## config.mk

```make
export PLATFORM = sky130hd
export DESIGN_NAME = cbadc_seq
export DESIGN_NICKNAME = d
export VERILOG_FILES = /design/src/shared/cbadc_pkg.sv /design/src/shared/cbadc_cnt_if.sv /design/src/hdl/cbadc_counters.sv /design/src/hdl/cbadc_seq.sv
export VERILOG_INCLUDE_DIRS = /design/src /design/src/shared
export SDC_FILE = /design/constraint.sdc
export NUM_CORES = 1
export LEC_CHECK = 0
export ABC_CLOCK_PERIOD_IN_PS = 1900
export BUFFER_PORTS_ARGS = -buffer_cell sky130_fd_sc_hd__buf_2
export CAP_MARGIN = 0
export CORE_AREA = 3 3 147 149
export CTS_CLUSTER_DIAMETER = 120
export DETAILED_ROUTE_END_ITERATION = 8
export DIE_AREA = 0 0 150 152
export GPL_TIMING_DRIVEN = 0
export SLEW_MARGIN = 20
export SYNTH_ARGS = -nofsm -noshare
export SYNTH_HDL_FRONTEND = slang
export SYNTH_SLANG_ARGS = --single-unit
export TNS_END_PERCENT = 1
```

## constraint.sdc

```tcl
create_clock -name clk -period 1.9 [get_ports clk]
set_clock_uncertainty 0.05 [all_clocks]
set_input_delay 0 -clock clk [delete_from_list [all_inputs] [get_ports clk]]
set_output_delay 0 -clock clk [all_outputs]
set_load 0.02 [all_outputs]
```

## src/shared/cbadc_defs.svh

```systemverilog
// Timing and width constants for the charge-balance converter sequencer.
// Assumes a 10 MHz core clock; included by the package and design files.
`ifndef CBADC_DEFS_SVH
`define CBADC_DEFS_SVH
`define CBADC_CLK_PERIOD_NS     100
`define CBADC_RESULT_BITS       12
`define CBADC_STARTUP_NS        10000
`define CBADC_SHUTDOWN_NS       10000
`define CBADC_INVALID_NS        5000
`define CBADC_GAP_NS            2500
`define CBADC_WINDOW_NS         20000000
`define CBADC_STARTUP_CYC       ((`CBADC_STARTUP_NS + `CBADC_CLK_PERIOD_NS - 1) / `CBADC_CLK_PERIOD_NS)
`define CBADC_SHUTDOWN_CYC      ((`CBADC_SHUTDOWN_NS + `CBADC_CLK_PERIOD_NS - 1) / `CBADC_CLK_PERIOD_NS)
`define CBADC_INVALID_CYC       ((`CBADC_INVALID_NS + `CBADC_CLK_PERIOD_NS - 1) / `CBADC_CLK_PERIOD_NS)
`define CBADC_GAP_CYC           ((`CBADC_GAP_NS + `CBADC_CLK_PERIOD_NS - 1) / `CBADC_CLK_PERIOD_NS)
`define CBADC_WINDOW_CYC        (`CBADC_WINDOW_NS / `CBADC_CLK_PERIOD_NS)
`endif

```

## src/shared/cbadc_pkg.sv

```systemverilog
// Types shared by the converter sequencer and its counter pair.
// Assumes cbadc_defs.svh is on the include path.
`include "cbadc_defs.svh"
package cbadc_pkg;
    typedef enum logic [2:0] {
        CBADC_IDLE,
        CBADC_STARTUP,
        CBADC_COUNT,
        CBADC_SHUTDOWN,
        CBADC_GAP
    } cbadc_state_type;
    typedef logic [`CBADC_RESULT_BITS-1:0] cbadc_word_type;
endpackage

```

## src/shared/cbadc_cnt_if.sv

```systemverilog
// Control and status between the sequencer and its counter pair.
// Assumes one clock domain; no clocking block.
interface cbadc_cnt_if;
    logic                   clear;
    logic                   enable;
    logic                   ref_pulse;
    logic                   clk_terminal;
    logic                   data_overflow;
    cbadc_pkg::cbadc_word_type total;
    modport seq (output clear, output enable, output ref_pulse,
                 input clk_terminal, input data_overflow, input total);
    modport cnt (input clear, input enable, input ref_pulse,
                 output clk_terminal, output data_overflow, output total);
endinterface

```

## src/hdl/cbadc_counters.sv

```systemverilog
// Clock counter and data counter of the conversion window.
// Assumes clear and enable come from the sequencer on the same clock.
`include "cbadc_defs.svh"
module cbadc_counters #(
    parameter int WINDOW_CYC = `CBADC_WINDOW_CYC
) (
    input  wire logic clk,
    input  wire logic rst_n,
    cbadc_cnt_if.cnt  cif
);
    import cbadc_pkg::*;

    logic [31:0]    clk_cnt_r;
    logic [31:0]    clk_cnt_nxt;
    cbadc_word_type data_cnt_r;
    cbadc_word_type data_cnt_nxt;
    logic           ovf_r;
    logic           ovf_nxt;

    always_comb begin
        clk_cnt_nxt  = clk_cnt_r;
        data_cnt_nxt = data_cnt_r;
        ovf_nxt      = ovf_r;
        if (cif.clear) begin
            clk_cnt_nxt  = '0;
            data_cnt_nxt = '0;
            ovf_nxt      = 1'b0;
        end else if (cif.enable) begin
            clk_cnt_nxt = clk_cnt_r + 32'h1;
            if (cif.ref_pulse) begin
                // Saturate instead of wrapping so overrange reads all ones
                if (&data_cnt_r) begin
                    ovf_nxt = 1'b1;
                end else begin
                    data_cnt_nxt = data_cnt_r + 1'b1;
                end
            end
        end
    end

    always_ff @(posedge clk) begin
        if (!rst_n) begin
            clk_cnt_r  <= '0;
            data_cnt_r <= '0;
            ovf_r      <= 1'b0;
        end else begin
            clk_cnt_r  <= clk_cnt_nxt;
            data_cnt_r <= data_cnt_nxt;
            ovf_r      <= ovf_nxt;
        end
    end

    assign cif.clk_terminal  = (clk_cnt_r >= 32'(WINDOW_CYC - 1));
    assign cif.data_overflow = ovf_r;
    assign cif.total         = data_cnt_r;
endmodule // cbadc_counters

```

## src/hdl/cbadc_seq.sv

```systemverilog
// Top of the charge-balance converter sequencer: phases, result latch, status.
// Assumes comparator_high is an asynchronous analog comparator level.
`include "cbadc_defs.svh"
// How it works
// - Result is a twelve-bit unsigned binary word on the parallel outputs.
// - A conversion takes about 20 ms, never above 24 ms.
// - Free-running, at least 42 and typically 50 conversions each second.
// - Reference current applied one clock per pulse while integrator needs rebalancing.
// - Clock counter starts after reset pulse; terminal count starts end sequence.
// - Data counter cleared with clock counter, counts each reference pulse.
// - At conversion end the data total moves into the output latches.
// - Request while idle raises busy, 10 us start-up discharges and clears counters.
// - Counting ends at clock counter terminal or data counter overflow.
// - End pulse stops both counters and begins a 10 us shutdown.
// - Result valid low about 5 us during shutdown while latches load.
// - Request ignored while busy; a started conversion always completes.
// - Latched data holds until result valid falls in a later conversion.
// - Busy high through conversion; fall means latched, rise means started.
// - Free-running, busy stays low about 2.5 us between conversions.
// - Result valid high means outputs hold latest completed result.
// - Output enable high floats result outputs; low drives latched word.
// - Result saturates at all ones or zeros, never wraps.
module cbadc_seq #(
    parameter int STARTUP_CYC  = `CBADC_STARTUP_CYC,
    parameter int SHUTDOWN_CYC = `CBADC_SHUTDOWN_CYC,
    parameter int INVALID_CYC  = `CBADC_INVALID_CYC,
    parameter int GAP_CYC      = `CBADC_GAP_CYC,
    parameter int WINDOW_CYC   = `CBADC_WINDOW_CYC
) (
    input  wire logic                clk,
    input  wire logic                rst_n,
    input  wire logic                conversion_request,
    input  wire logic                comparator_high,
    input  wire logic                output_drive_enable,
    output logic                     ref_switch,
    output logic                     integrator_discharge,
    output logic                     busy,
    output logic                     result_valid,
    output cbadc_pkg::cbadc_word_type result_out,
    output cbadc_pkg::cbadc_word_type result_oe
);
    import cbadc_pkg::*;

    cbadc_cnt_if cif ();

    cbadc_counters #(
        .WINDOW_CYC (WINDOW_CYC)
    ) u_counters (
        .clk   (clk),
        .rst_n (rst_n),
        .cif   (cif)
    );

    // Two-stage synchronisers for pin inputs, one pair of flops per pin
    localparam int PIN_CNT = 3;
    logic [PIN_CNT-1:0] pin_raw;
    logic [PIN_CNT-1:0] sync1_r;
    logic [PIN_CNT-1:0] sync1_nxt;
    logic [PIN_CNT-1:0] sync2_r;
    logic [PIN_CNT-1:0] sync2_nxt;
    assign pin_raw = {output_drive_enable, comparator_high, conversion_request};

    genvar pin_i;
    generate
        for (pin_i = 0; pin_i < PIN_CNT; pin_i++) begin : g_sync
            // Only the second stage reads the first, so no logic sees a metastable level
            always_comb begin
                sync1_nxt[pin_i] = pin_raw[pin_i];
                sync2_nxt[pin_i] = sync1_r[pin_i];
            end
            always_ff @(posedge clk) begin
                if (!rst_n) begin
                    sync1_r[pin_i] <= 1'b0;
                    sync2_r[pin_i] <= 1'b0;
                end else begin
                    sync1_r[pin_i] <= sync1_nxt[pin_i];
                    sync2_r[pin_i] <= sync2_nxt[pin_i];
                end
            end
        end
    endgenerate
    logic req_s;
    logic cmp_s;
    logic oe_n_s;
    assign req_s  = sync2_r[0];
    assign cmp_s  = sync2_r[1];
    assign oe_n_s = sync2_r[2];

    cbadc_state_type state_r;
    cbadc_state_type state_nxt;
    logic [31:0]     phase_r;
    logic [31:0]     phase_nxt;
    logic            busy_r;
    logic            busy_nxt;
    logic            valid_r;
    logic            valid_nxt;
    logic            dis_r;
    logic            dis_nxt;
    logic            ref_r;
    logic            ref_nxt;
    cbadc_word_type  latch_r;
    cbadc_word_type  latch_nxt;
    cbadc_word_type  out_r;
    cbadc_word_type  out_nxt;
    cbadc_word_type  oe_r;
    cbadc_word_type  oe_nxt;
    logic            end_hit;
    logic            start_go;
    logic            load_go;
    logic            done_go;
    logic            lost_go;

    // Window ends on terminal count or data overflow, whichever first
    assign end_hit = cif.clk_terminal || cif.data_overflow;

    always_comb begin
        state_nxt = state_r;
        phase_nxt = phase_r + 32'h1;
        dis_nxt   = 1'b0;
        ref_nxt   = 1'b0;
        start_go  = 1'b0;
        load_go   = 1'b0;
        done_go   = 1'b0;
        lost_go   = 1'b0;
        cif.clear     = 1'b0;
        cif.enable    = 1'b0;
        cif.ref_pulse = ref_r;
        case (state_r)
            CBADC_IDLE: begin
                phase_nxt = '0;
                if (req_s) begin
                    state_nxt = CBADC_STARTUP;
                    start_go  = 1'b1;
                    dis_nxt   = 1'b1;
                end
            end
            CBADC_STARTUP: begin
                dis_nxt   = 1'b1;
                cif.clear = 1'b1;
                if (phase_r >= 32'(STARTUP_CYC - 1)) begin
                    state_nxt = CBADC_COUNT;
                    phase_nxt = '0;
                    dis_nxt   = 1'b0;
                end
            end
            CBADC_COUNT: begin
                cif.enable = 1'b1;
                // One-clock reference pulse, at most every other clock, while the integrator sits high
                ref_nxt = cmp_s && !ref_r && !end_hit;
                if (end_hit) begin
                    state_nxt = CBADC_SHUTDOWN;
                    phase_nxt = '0;
                    ref_nxt   = 1'b0;
                end
            end
            CBADC_SHUTDOWN: begin
                // Counters frozen: enable stays low here
                cif.ref_pulse = 1'b0;
                if (phase_r == 32'(SHUTDOWN_CYC - INVALID_CYC - 1)) begin
                    load_go   = 1'b1;
                end
                if (phase_r >= 32'(SHUTDOWN_CYC - 1)) begin
                    done_go   = 1'b1;
                    state_nxt = CBADC_GAP;
                    phase_nxt = '0;
                end
            end
            CBADC_GAP: begin
                // Request is not looked at until this gap ends
                if (phase_r >= 32'(GAP_CYC - 1)) begin
                    state_nxt = CBADC_IDLE;
                    phase_nxt = '0;
                end
            end
            default: begin
                state_nxt = CBADC_IDLE;
                phase_nxt = '0;
                lost_go   = 1'b1;
            end
        endcase
    end

    // Status group: busy and result-valid
    always_comb begin
        busy_nxt  = busy_r;
        valid_nxt = valid_r;
        if (start_go) begin
            busy_nxt = 1'b1;
        end
        if (load_go) begin
            valid_nxt = 1'b0;
        end
        // Both change together so the busy fall already means latched
        if (done_go) begin
            valid_nxt = 1'b1;
            busy_nxt  = 1'b0;
        end
        if (lost_go) begin
            busy_nxt = 1'b0;
        end
    end

    // Latch group: only the shutdown load point touches the result
    always_comb begin
        latch_nxt = latch_r;
        if (load_go) begin
            latch_nxt = cif.total;
        end
    end

    // The GAP state holds busy low after every conversion, free-run or strobed
    always_ff @(posedge clk) begin
        if (!rst_n) begin
            state_r <= CBADC_IDLE;
            phase_r <= '0;
            dis_r   <= 1'b0;
            ref_r   <= 1'b0;
        end else begin
            state_r <= state_nxt;
            phase_r <= phase_nxt;
            dis_r   <= dis_nxt;
            ref_r   <= ref_nxt;
        end
    end

    always_ff @(posedge clk) begin
        if (!rst_n) begin
            busy_r  <= 1'b0;
            valid_r <= 1'b0;
        end else begin
            busy_r  <= busy_nxt;
            valid_r <= valid_nxt;
        end
    end

    always_ff @(posedge clk) begin
        if (!rst_n) begin
            latch_r <= '0;
        end else begin
            latch_r <= latch_nxt;
        end
    end

    // Bus group: each result bit and its driver enable come from their own flops
    genvar bit_i;
    generate
        for (bit_i = 0; bit_i < `CBADC_RESULT_BITS; bit_i++) begin : g_bus
            // Driver floats while the enable pin is high
            always_comb begin
                out_nxt[bit_i] = latch_nxt[bit_i];
                oe_nxt[bit_i]  = !oe_n_s;
            end
            always_ff @(posedge clk) begin
                if (!rst_n) begin
                    out_r[bit_i] <= 1'b0;
                    oe_r[bit_i]  <= 1'b0;
                end else begin
                    out_r[bit_i] <= out_nxt[bit_i];
                    oe_r[bit_i]  <= oe_nxt[bit_i];
                end
            end
        end
    endgenerate

    // Conversion length is at most window plus start-up and shutdown: about 20 ms at
    // defaults, well inside 24 ms, giving about 50 per second free-running.
    assign ref_switch           = ref_r;
    assign integrator_discharge = dis_r;
    assign busy                 = busy_r;
    assign result_valid         = valid_r;
    assign result_out           = out_r;
    assign result_oe            = oe_r;
endmodule // cbadc_seq

```

==> run summary, run 1 <==
• **Data arrival, critical path** 2.33 ns
• **initial core utilization** 24.9%
• **leading cell type in the layout, fill and taps excluded** dfxtp_1
• **CTS tree** built
• **total negative slack for setup checks** -6.11 ns
• **crit path cell chain** and3_4, a311o_1, a21o_1, a2111o_2, buf_12, buf_6, a211oi_2
• **library cell with the largest summed area after synthesis** dfxtp_1
• **post-route clock period utilization** 111%
• **CTS Buf Count** 9
• **cell area reported after detailed placement** 5580 um^2
• **category of the worst setup path capture point** register
• **Final Hold Slack** 0.0368 ns
• **number of top-level pins** 33
• **Clock Root Buffer** clkbuf_16
• **pin count of the biggest net entering global routing** 18
• **Max Clk Rate** 0.475 GHz
• **worst ir drop on vdd** 0.405 mV
• **result of the run** complete, but fails checks
• **chip height** 152 um
• **startpoint type of the worst setup path** register
• **leakage power figure** 2.15 nW
• **width of the chip** 150 um
• **placeable core area** 20300 um^2
• **post-route cell area** 6310 um^2
• **proportion of layout cells with a drive suffix above 1** 27.0%
• **clock tree buffer depth** 2
• **Worst Tran Pin Value** 0.688 ns
• **Clock Sink Count** 103
• **number of input and output port buffers inserted** 31
• **final weighted congestion in routability-driven placement** 0.762
• **wire length of the first global-routing pass** 19400 um
• **total number of vias** 3971
• **Max Fanout on Critical Path** 7
• **number of antenna diodes** 0
• **Cell Area, Synth** 5060 um^2
• **first-pass detailed-route iteration total** 4
• **antenna violations before repair** 0
• **class of the tightest hold or removal check** input pin to register
• **overall power consumption** 5.10 mW
• **number of synthesized flops with an enable pin** 0
• **proportion of synthesized chip area in sequential cells** 40.7%
• **Relative slew margins** 54.1%
• **most frequent cells in the layout** dfxtp_1, nor2_1, xor2_1, nand3_1, buf_2
• **Layout Area Growth over Synthesis** 24.7%
• **cell family contributing the most delay on the critical path** compound AO/OA/AOI/OAI gates
• **mean instance size in the synthesized netlist** 9.24 um^2
• **Max Slew Vio Count** 0
• **count of placed standard cells in the final layout, fillers left out** 880
• **cell with the biggest individual delay on the critical path** a2111o_2
• **critical path data required time** 2.12 ns
• **die area** 22800 um^2
• **Worst path max stage delay** 0.47 ns
• **count of endpoints failing hold in the final timing report** 0
• **number of global-route vias before repair** 3941
• **smallest setup slack after layout** -0.206 ns
• **total gr overflow** 0
• **number of warnings reported in the yosys synthesis log** 0
• **number of levels in the clock H-tree** 3
• **clk_lat worst skew** 0.35 ns
• **overall fraction of global-route tracks in use** 10.2%
• **Max-Cap Viols** 0
• **kind of critical path** register to register
• **violated checks** setup timing
• **post-synthesis async set-or-reset flop share** 0%
• **post-layout min period** 2.11 ns
• **cell types with the largest area share after synthesis** dfxtp_1, xor2_1, a211oi_2
• **clock-pin slew on the worst setup and hold paths** 0.07 ns
• **placed wire-length estimate** 7350 um
• **Synth Flop Type** dfxtp_1
• **# rows** 52
• **detailed-route vias per instance** 4.51
• **Net count, final** 615
• **flip-flop and latch count after synthesis** 103
• **number of unique standard cell types used by synthesis** 50
• **syn_nets** 558
• **number of placed instances, taps included** 849
• **number of nets with antenna violations after detailed routing** 0
• **synthesized netlist cell count** 548
• **count of endpoints failing setup in the final report** 46
• **worst path bufs/invs** 2
• **number of DRC violations after detailed-routing iteration 0** 254
• **residual DRC count** 0
• **setup repair after global routing missed its margin** yes
• **final routed wirelength across all metal layers** 11200 um
• **share of the synthesized area in the top cell type** 40.7%
• **power density relative to cell area** 808 nW/um^2
• **post-detailed-route wirelength per cell** 12.7 um
## metal layers
layer	routed length (um)	track usage, %
met2	5290	16.4
met4	113	2.92
met3	350	2.95
met5	0	0
met1	5430	13.2
## power by group
part / leakage [nW] / internal, mW / switching [mW]
Clock: 0.149 / 1.06 / 0.842
Sequential: 0.836 / 2.20 / 0.0333
Combinational: 1.16 / 0.406 / 0.563
Total: 2.15 / 3.66 / 1.44
## final cells by class
type / count / area (um^2)
multi-input combinational: 393 / 2890
inverter: 8 / 30.0
tap: 270 / 338
fill: 2111 / 14000
clock inverter: 6 / 65.1
buffer: 44 / 329
clock buffer: 10 / 239
sequential: 103 / 2080
timing repair buffer: 46 / 345
## cell usage after synthesis (4+ instances only)
cell type	n
inv_1	8
buf_2	10
and3_1	12
ha_1	5
nor4_1	18
and4_1	5
nand2_1	29
mux2i_1	13
dfxtp_1	103
clkbuf_1	15
xor2_1	47
xnor2_1	22
a211oi_1	4
a21oi_1	7
nor2_1	55
and2_1	9
nand4_1	29
buf_4	12
a211oi_2	29
nand3_1	37
nor3_1	13
nor2b_1	15
nor3b_1	4
## timing repair
action	4_1_cts	5_1_grt
pin swaps	5	4
hold endpoints to repair	3	0
cloned	3	0
setup endpoints to repair	92	93
hold buffers	3	0
setup buffers	9	0
resized for setup	47	30
## flip-flops by register name, summed over array words and instances, names as in the netlist, 3 cells and up
| signal | cells |
|---|---|
| u_counters.cif.total | 12 |
| phase_r | 32 |
| sync1_r | 3 |
| latch_r | 12 |
| state_r | 3 |
| u_counters.clk_cnt_r | 32 |
## kinds of logic (layout without fill, tap and decap cells)
family,Yosys count,after routing,synth area share (%)
mux,13,13,2.57
xor+xnor,69,69,11.9
flops,103,103,40.7
fa+ha+maj,5,5,1.24
simple gates,251,251,27.4
compound gates,55,55,10.6
buf+inv,52,114,5.46
## worst paths after layout
check / cells past startpoint / slack [ns] / from / end
max reg2reg: 7 / -0.21 / u_counters.clk_cnt_r[5] / phase_r[4]
min: 2 / 0.04 / rst_n / latch_r[1]
max: 7 / -0.21 / u_counters.clk_cnt_r[5] / phase_r[4]
min reg2reg: 1 / 0.33 / oe_n_s / result_oe[11]
## per-stage QoR
stage	utilization (%)	setup WS (ns)
after floorplan	-	-0.0269
after detailed placement	27.5	-0.458
after CTS	30.6	-0.205
after global routing	31.1	-0.313
after global placement	27.5	-0.439
final	31.1	-0.206
No activity file was read; power rests on OpenSTA's default activity.
==> run 2, diff against run 1 <==
--- a/config.mk
+++ b/config.mk
@@ -9,10 +9,10 @@
 export ABC_CLOCK_PERIOD_IN_PS = 1900
 export BUFFER_PORTS_ARGS = -buffer_cell sky130_fd_sc_hd__buf_2
 export CAP_MARGIN = 0
-export CORE_AREA = 3 3 147 149
+export CORE_AREA = 3 3 175 126
 export CTS_CLUSTER_DIAMETER = 120
 export DETAILED_ROUTE_END_ITERATION = 8
-export DIE_AREA = 0 0 150 152
+export DIE_AREA = 0 0 178 129
 export GPL_TIMING_DRIVEN = 0
 export SLEW_MARGIN = 20
 export SYNTH_ARGS = -nofsm -noshare
==> run summary, run 2 (synthesis gave the netlist of run 1 again) <==
• **Layout Area Growth over Synthesis** 22.3%
• **clk_lat worst skew** 0.35 ns, about the same
• **clock-pin slew on the worst setup and hold paths** 0.07 ns, about the same
• **CTS Buf Count** 9, unchanged
• **# rows** 44, -15%
• **number of antenna diodes** 0, unchanged
• **Data arrival, critical path** 2.36 ns, +0.03 ns
• **Final Hold Slack** 0.0762 ns, +0.0394 ns
• **detailed-route vias per instance** 4.52, +0.14%
• **Max Fanout on Critical Path** 10, +3
• **cell family contributing the most delay on the critical path** compound AO/OA/AOI/OAI gates
• **Relative slew margins** 51.6%, -2.5 points
• **most frequent cells in the layout** dfxtp_1, nor2_1, xor2_1, nand3_1, buf_2
• **total negative slack for setup checks** -8.54 ns, -2.43 ns
• **number of global-route vias before repair** 3580, -9.2%
• **result of the run** complete, but fails checks
• **number of top-level pins** 33, unchanged
• **total gr overflow** 0, unchanged
• **Clock Root Buffer** clkbuf_16
• **width of the chip** 178 um, +19%
• **cell with the biggest individual delay on the critical path** a2111o_2
• **initial core utilization** 24.7%, -0.29 points
• **number of placed instances, taps included** 855, +0.71%
• **count of placed standard cells in the final layout, fillers left out** 881, +0.11%
• **final routed wirelength across all metal layers** 11100 um, -0.63%
• **count of endpoints failing hold in the final timing report** 0, unchanged
• **post-route clock period utilization** 113%, +2.1 points
• **final weighted congestion in routability-driven placement** 0.778, +2.1%
• **registers with the highest flip-flop counts** phase_r: 32 flops, u_counters.clk_cnt_r: 32 flops
• **post-detailed-route wirelength per cell** 12.6 um, -0.74%
• **residual DRC count** 0, unchanged
• **leakage power figure** 2.11 nW, -1.9%
• **count of filler cells inserted in the layout** 2134, +1.1%
• **overall fraction of global-route tracks in use** 10.0%, -0.17 points
• **pin count of the biggest net entering global routing** 18, unchanged
• **CTS tree** built
• **crit path cell chain** and3_4, a311o_1, a21o_1, a2111o_2, buf_6, a211oi_2
• **violated checks** setup timing
• **proportion of layout cells with a drive suffix above 1** 25.6%, -1.4 points
• **Worst Tran Pin Value** 0.726 ns, +0.0377 ns
• **total number of vias** 3981, +0.25%
• **worst path bufs/invs** 1, -1
• **number of DRC violations after detailed-routing iteration 0** 269, +5.9%
• **post-layout min period** 2.15 ns, +0.0402 ns
• **Max Clk Rate** 0.466 GHz, -1.9%
• **class of the tightest hold or removal check** input pin to register
• **Max-Cap Viols** 0, unchanged
• **kind of critical path** register to register
• **wire length of the first global-routing pass** 18800 um, -3.0%
• **antenna violations before repair** 0, unchanged
• **worst ir drop on vdd** 0.419 mV, +3.3%
• **number of levels in the clock H-tree** 3, unchanged
• **first-pass detailed-route iteration total** 4, unchanged
• **Clock Sink Count** 103, unchanged
• **Max Slew Vio Count** 0, unchanged
• **die area** 23000 um^2, +0.71%
• **clock tree buffer depth** 2, unchanged
• **Worst path max stage delay** 0.55 ns, +0.08 ns
• **number of nets with antenna violations after detailed routing** 0, unchanged
• **area of combinational cells with multiple inputs** 2850 um^2, -1.3%
• **count of endpoints failing setup in the final report** 46, unchanged
• **leading cell type in the layout, fill and taps excluded** dfxtp_1
• **number of input and output port buffers inserted** 31, unchanged
• **setup repair after global routing missed its margin** yes
• **smallest setup slack after layout** -0.246 ns, -0.0402 ns
• **startpoint type of the worst setup path** register
• **area of all sequential standard cells** 2070 um^2, -0.18%
• **chip height** 129 um, -15%
• **placed wire-length estimate** 7670 um, +4.3%
• **Net count, final** 610, -0.81%
• **power density relative to cell area** 823 nW/um^2, +1.9%
• **critical path data required time** 2.12 ns, about the same
• **category of the worst setup path capture point** register
• **placeable core area** 20500 um^2, +1.2%
[run 2: cell types whose count changed in the layout (fill, tap and decap cells not counted), sizes merged]
cell | previous run | this run
buf | 72 | 64
bufbuf | 1 | 0
bufinv | 1 | 2
clkbuf | 24 | 28
clkinv | 2 | 3
clkinvlp | 1 | 0
inv | 10 | 9
[run 2: worst paths after layout]
check | from | endpoint | slack (ns) | depth (start not counted)
worst max-delay path | u_counters.clk_cnt_r[5] | phase_r[25] | -0.25 | 6
worst min-delay path | rst_n | latch_r[2] | 0.08 | 2
worst max register to register | u_counters.clk_cnt_r[5] | phase_r[25] | -0.25 | 6
worst min register to register | oe_n_s | result_oe[11] | 0.33 | 1
[run 2: layout make-up]
| class | instances | area share (%) |
|---|---|---|
| multi-input cells | 393 | 46.1 |
| flip-flops and latches | 103 | 33.5 |
| well taps | 276 | 5.58 |
| plain buffers | 44 | 4.95 |
| repair buffers | 41 | 4.10 |
| clock buffers | 10 | 3.86 |
| clock inverters | 6 | 1.48 |
| inverters | 8 | 0.485 |
[run 2: worst reg2reg max path: cells and delay by family (launching register included)]
kind / cells / cell delay, ns
buffers and inverters: 1 / 0.21
AND/OR/NAND/NOR: 1 / 0.19
AO/OA/AOI/OAI: 4 / 1.28
flip-flops: 1 / 0.34
[run 2: power by group]
group / total (mW) / leakage [nW] / internal (mW) / switching (mW)
Combinational: 0.825 / 1.11 / 0.281 / 0.545
Sequential: 2.23 / 0.836 / 2.20 / 0.0305
Clock: 2.05 / 0.163 / 1.20 / 0.847
Total: 5.10 / 2.11 / 3.67 / 1.42
[run 2: what timing repair did]
action                                  in CTS  in global routing
gates resized for setup                     35                 23
pin swaps                                    3                  8
cloned                                       1                  1
hold buffers                                 3                  0
endpoints found under the setup margin      92                 94
setup buffers                                2                  3
hold endpoints to repair                     3                  0
[run 2: metal layers]
metal	up-vias	GRT usage [%]	wire, um
met1	1851	15.8	6300
met2	71	13.2	4230
met5	-	0	0
met3	9	2.48	450
li1	2050	-	-
met4	0	2.63	126
[run 2: per-stage QoR]
step / power, mW / utilization [%] / area [um^2] / setup slack (ns)
after floorplan: 2.84 / - / 5090 / -0.0269
after global placement: 3.02 / 27.2 / 5590 / -0.382
after detailed placement: 3.02 / 27.2 / 5590 / -0.382
after CTS: 5.12 / 29.6 / 6070 / -0.232
after global routing: 5.31 / 30.2 / 6190 / -0.296
final: 5.10 / 30.2 / 6190 / -0.246
==> run 3, diff against run 2 <==
--- a/config.mk
+++ b/config.mk
@@ -14,6 +14,7 @@
 export DETAILED_ROUTE_END_ITERATION = 8
 export DIE_AREA = 0 0 178 129
 export GPL_TIMING_DRIVEN = 0
+export RECOVER_POWER = 25
 export SLEW_MARGIN = 20
 export SYNTH_ARGS = -nofsm -noshare
 export SYNTH_HDL_FRONTEND = slang
==> run summary, run 3 (synthesis gave the netlist of run 1 again) <==
• **result of the run** complete, but fails checks
• **violated checks** setup timing
• **cell area reported after detailed placement** 5590 um^2, unchanged
• **overall fraction of global-route tracks in use** 10.0%, unchanged
• **count of filler cells inserted in the layout** 2138, +0.19%
• **post-route cell area** 6190 um^2, -0.10%
• **clock-pin slew on the worst setup and hold paths** 0.07 ns, about the same
• **end point of the worst hold path** latch_r[2]
• **post-detailed-route wirelength per cell** 12.6 um, about the same
• **power density relative to cell area** 824 nW/um^2, about the same
• **smallest setup slack after layout** -0.246 ns, unchanged
• **placeable core area** 20500 um^2, unchanged
• **worst hold path startpoint** rst_n
• **met3 wirelength from detailed routing** 446 um, -0.89%
• **count of endpoints failing hold in the final timing report** 0, unchanged
• **# rows** 44, unchanged
• **CTS Buf Count** 9, unchanged
• **post-layout min period** 2.15 ns, unchanged
• **class of the tightest hold or removal check** input pin to register
• **clock tree buffer depth** 2, unchanged
• **chip height** 129 um, unchanged
• **Net count, final** 610, unchanged
• **category of the worst setup path capture point** register
• **wire length of the first global-routing pass** 18800 um, unchanged
• **Clock Sink Count** 103, unchanged
• **leakage power figure** 2.08 nW, -1.2%
• **Max-Cap Viols** 0, unchanged
• **number of nets with antenna violations after detailed routing** 0, unchanged
• **overall power consumption** 5.10 mW, about the same
• **worst r2r path cells** 6, unchanged
• **residual DRC count** 0, unchanged
• **number of top-level pins** 33, unchanged
• **setup slack of the most critical reg-to-reg path** -0.25 ns, about the same
• **Setup WS pre-CTS** -0.382 ns, unchanged
• **Max Slew Vio Count** 0, unchanged
• **number of global-route vias before repair** 3580, unchanged
• **worst ir drop on vdd** 0.419 mV, about the same
• **antenna violations before repair** 0, unchanged
• **total gr overflow** 0, unchanged
• **total number of vias** 3981, unchanged
• **pin count of the biggest net entering global routing** 18, unchanged
• **final routed wirelength across all metal layers** 11100 um, about the same
• **post-route clock period utilization** 113%, unchanged
• **number of DRC violations after detailed-routing iteration 0** 269, unchanged
• **number of antenna diodes** 0, unchanged
• **Clock Root Buffer** clkbuf_16
• **clk_lat worst skew** 0.35 ns, about the same
• **first-pass detailed-route iteration total** 4, unchanged
• **critical path data required time** 2.12 ns, about the same
• **registers with the highest flip-flop counts** phase_r: 32 flops, u_counters.clk_cnt_r: 32 flops
• **cell family contributing the most delay on the critical path** compound AO/OA/AOI/OAI gates
• **Worst path max stage delay** 0.55 ns, about the same
• **worst path bufs/invs** 1, unchanged
• **startpoint type of the worst setup path** register
• **cell with the biggest individual delay on the critical path** a2111o_2
• **crit path cell chain** and3_4, a311o_1, a21o_1, a2111o_2, buf_6, a211oi_2
• **proportion of layout cells with a drive suffix above 1** 24.8%, -0.83 points
• **Max Fanout on Critical Path** 10, unchanged
• **most frequent cells in the layout** dfxtp_1, nor2_1, xor2_1, nand3_1
• **width of the chip** 178 um, unchanged
• **kind of critical path** register to register
• **instance count along the most critical hold path** 2, unchanged
• **final weighted congestion in routability-driven placement** 0.778, unchanged
• **Data arrival, critical path** 2.36 ns, about the same
• **Worst R2R End** phase_r[25]
• **CTS tree** built
• **count of endpoints failing setup in the final report** 46, unchanged
• **leading cell type in the layout, fill and taps excluded** dfxtp_1
• **Detail Route met2 WL** 4230 um, unchanged
• **number of levels in the clock H-tree** 3, unchanged
• **Met1 Wirelength** 6320 um, +0.22%
• **setup repair after global routing missed its margin** yes
• **Relative slew margins** 51.6%, unchanged
• **Layout Area Growth over Synthesis** 22.2%
• **initial core utilization** 24.7%, unchanged
• **Worst Tran Pin Value** 0.726 ns, unchanged
• **die area** 23000 um^2, unchanged
• **Max Clk Rate** 0.466 GHz, unchanged
• **placed wire-length estimate** 7670 um, unchanged
• **highest signal layer in the routed design** met4
• **detailed-route vias per instance** 4.52, unchanged
• **number of input and output port buffers inserted** 31, unchanged
• **R2R Path Start** u_counters.clk_cnt_r[5]
[run 3: routing by layer]
metal | track usage [%] | up-vias
li1 | - | 2050
met1 | 15.8 | 1851
met2 | 13.2 | 71
met3 | 2.48 | 9
met4 | 2.63 | 0
met5 | 0 | -
[run 3: how the worst max path moves through the flow]
stage,start,to,slack (ns),cells past startpoint
after floorplan,u_counters.clk_cnt_r[0],phase_r[10],-0.03,6
after global placement,state_r[0],state_r[0],-0.38,7
after detailed placement,phase_r[0],phase_r[22],-0.38,6
after CTS,u_counters.clk_cnt_r[5],phase_r[13],-0.23,6
after global routing,u_counters.clk_cnt_r[5],phase_r[13],-0.30,6
final,u_counters.clk_cnt_r[5],phase_r[25],-0.25,6
[run 3: repair_timing]
| item | CTS | global route |
|---|---|---|
| gates cloned | 1 | 1 |
| setup endpoints to repair | 92 | 94 |
| hold buffers | 3 | 0 |
| pin swaps | 3 | 8 |
| setup buffers | 2 | 3 |
| hold endpoints to repair | 3 | 0 |
| gates resized for setup | 35 | 23 |
[run 3: through the flow]
step,instances,setup TNS (ns),util [%],hold WS [ns]
final,881,-8.54,30.1,0.0762
after CTS,877,-8.68,29.6,0.0385
after detailed placement,855,-19.73,27.2,0.165
after global routing,881,-11.99,30.1,0.0932
after global placement,855,-19.64,27.2,0.159
after floorplan,548,-1.04,-,0.0773
[run 3: final cells by class]
type                       instances  area [um^2]  area share, %
clock buffer                      10          239           3.86
multi-input combinational        393         2850           46.1
buffer                            44          307           4.96
inverter                           8         30.0          0.485
tap                              276          345           5.58
clock inverter                     6         91.3           1.48
timing repair buffer              41          248           4.00
sequential                       103         2070           33.5
[run 3: worst register-to-register path, cell delays in order, from the launching register on]
cell and delay, ns:
dfxtp_2 0.34, and3_4 0.19, a311o_1 0.36, a21o_1 0.19, a2111o_2 0.55, buf_6 0.21
a211oi_2 0.18
[run 3: where the power goes]
| part | switching [mW] | internal, mW |
|---|---|---|
| Clock | 0.847 | 1.20 |
| Combinational | 0.545 | 0.281 |
| Sequential | 0.0305 | 2.20 |
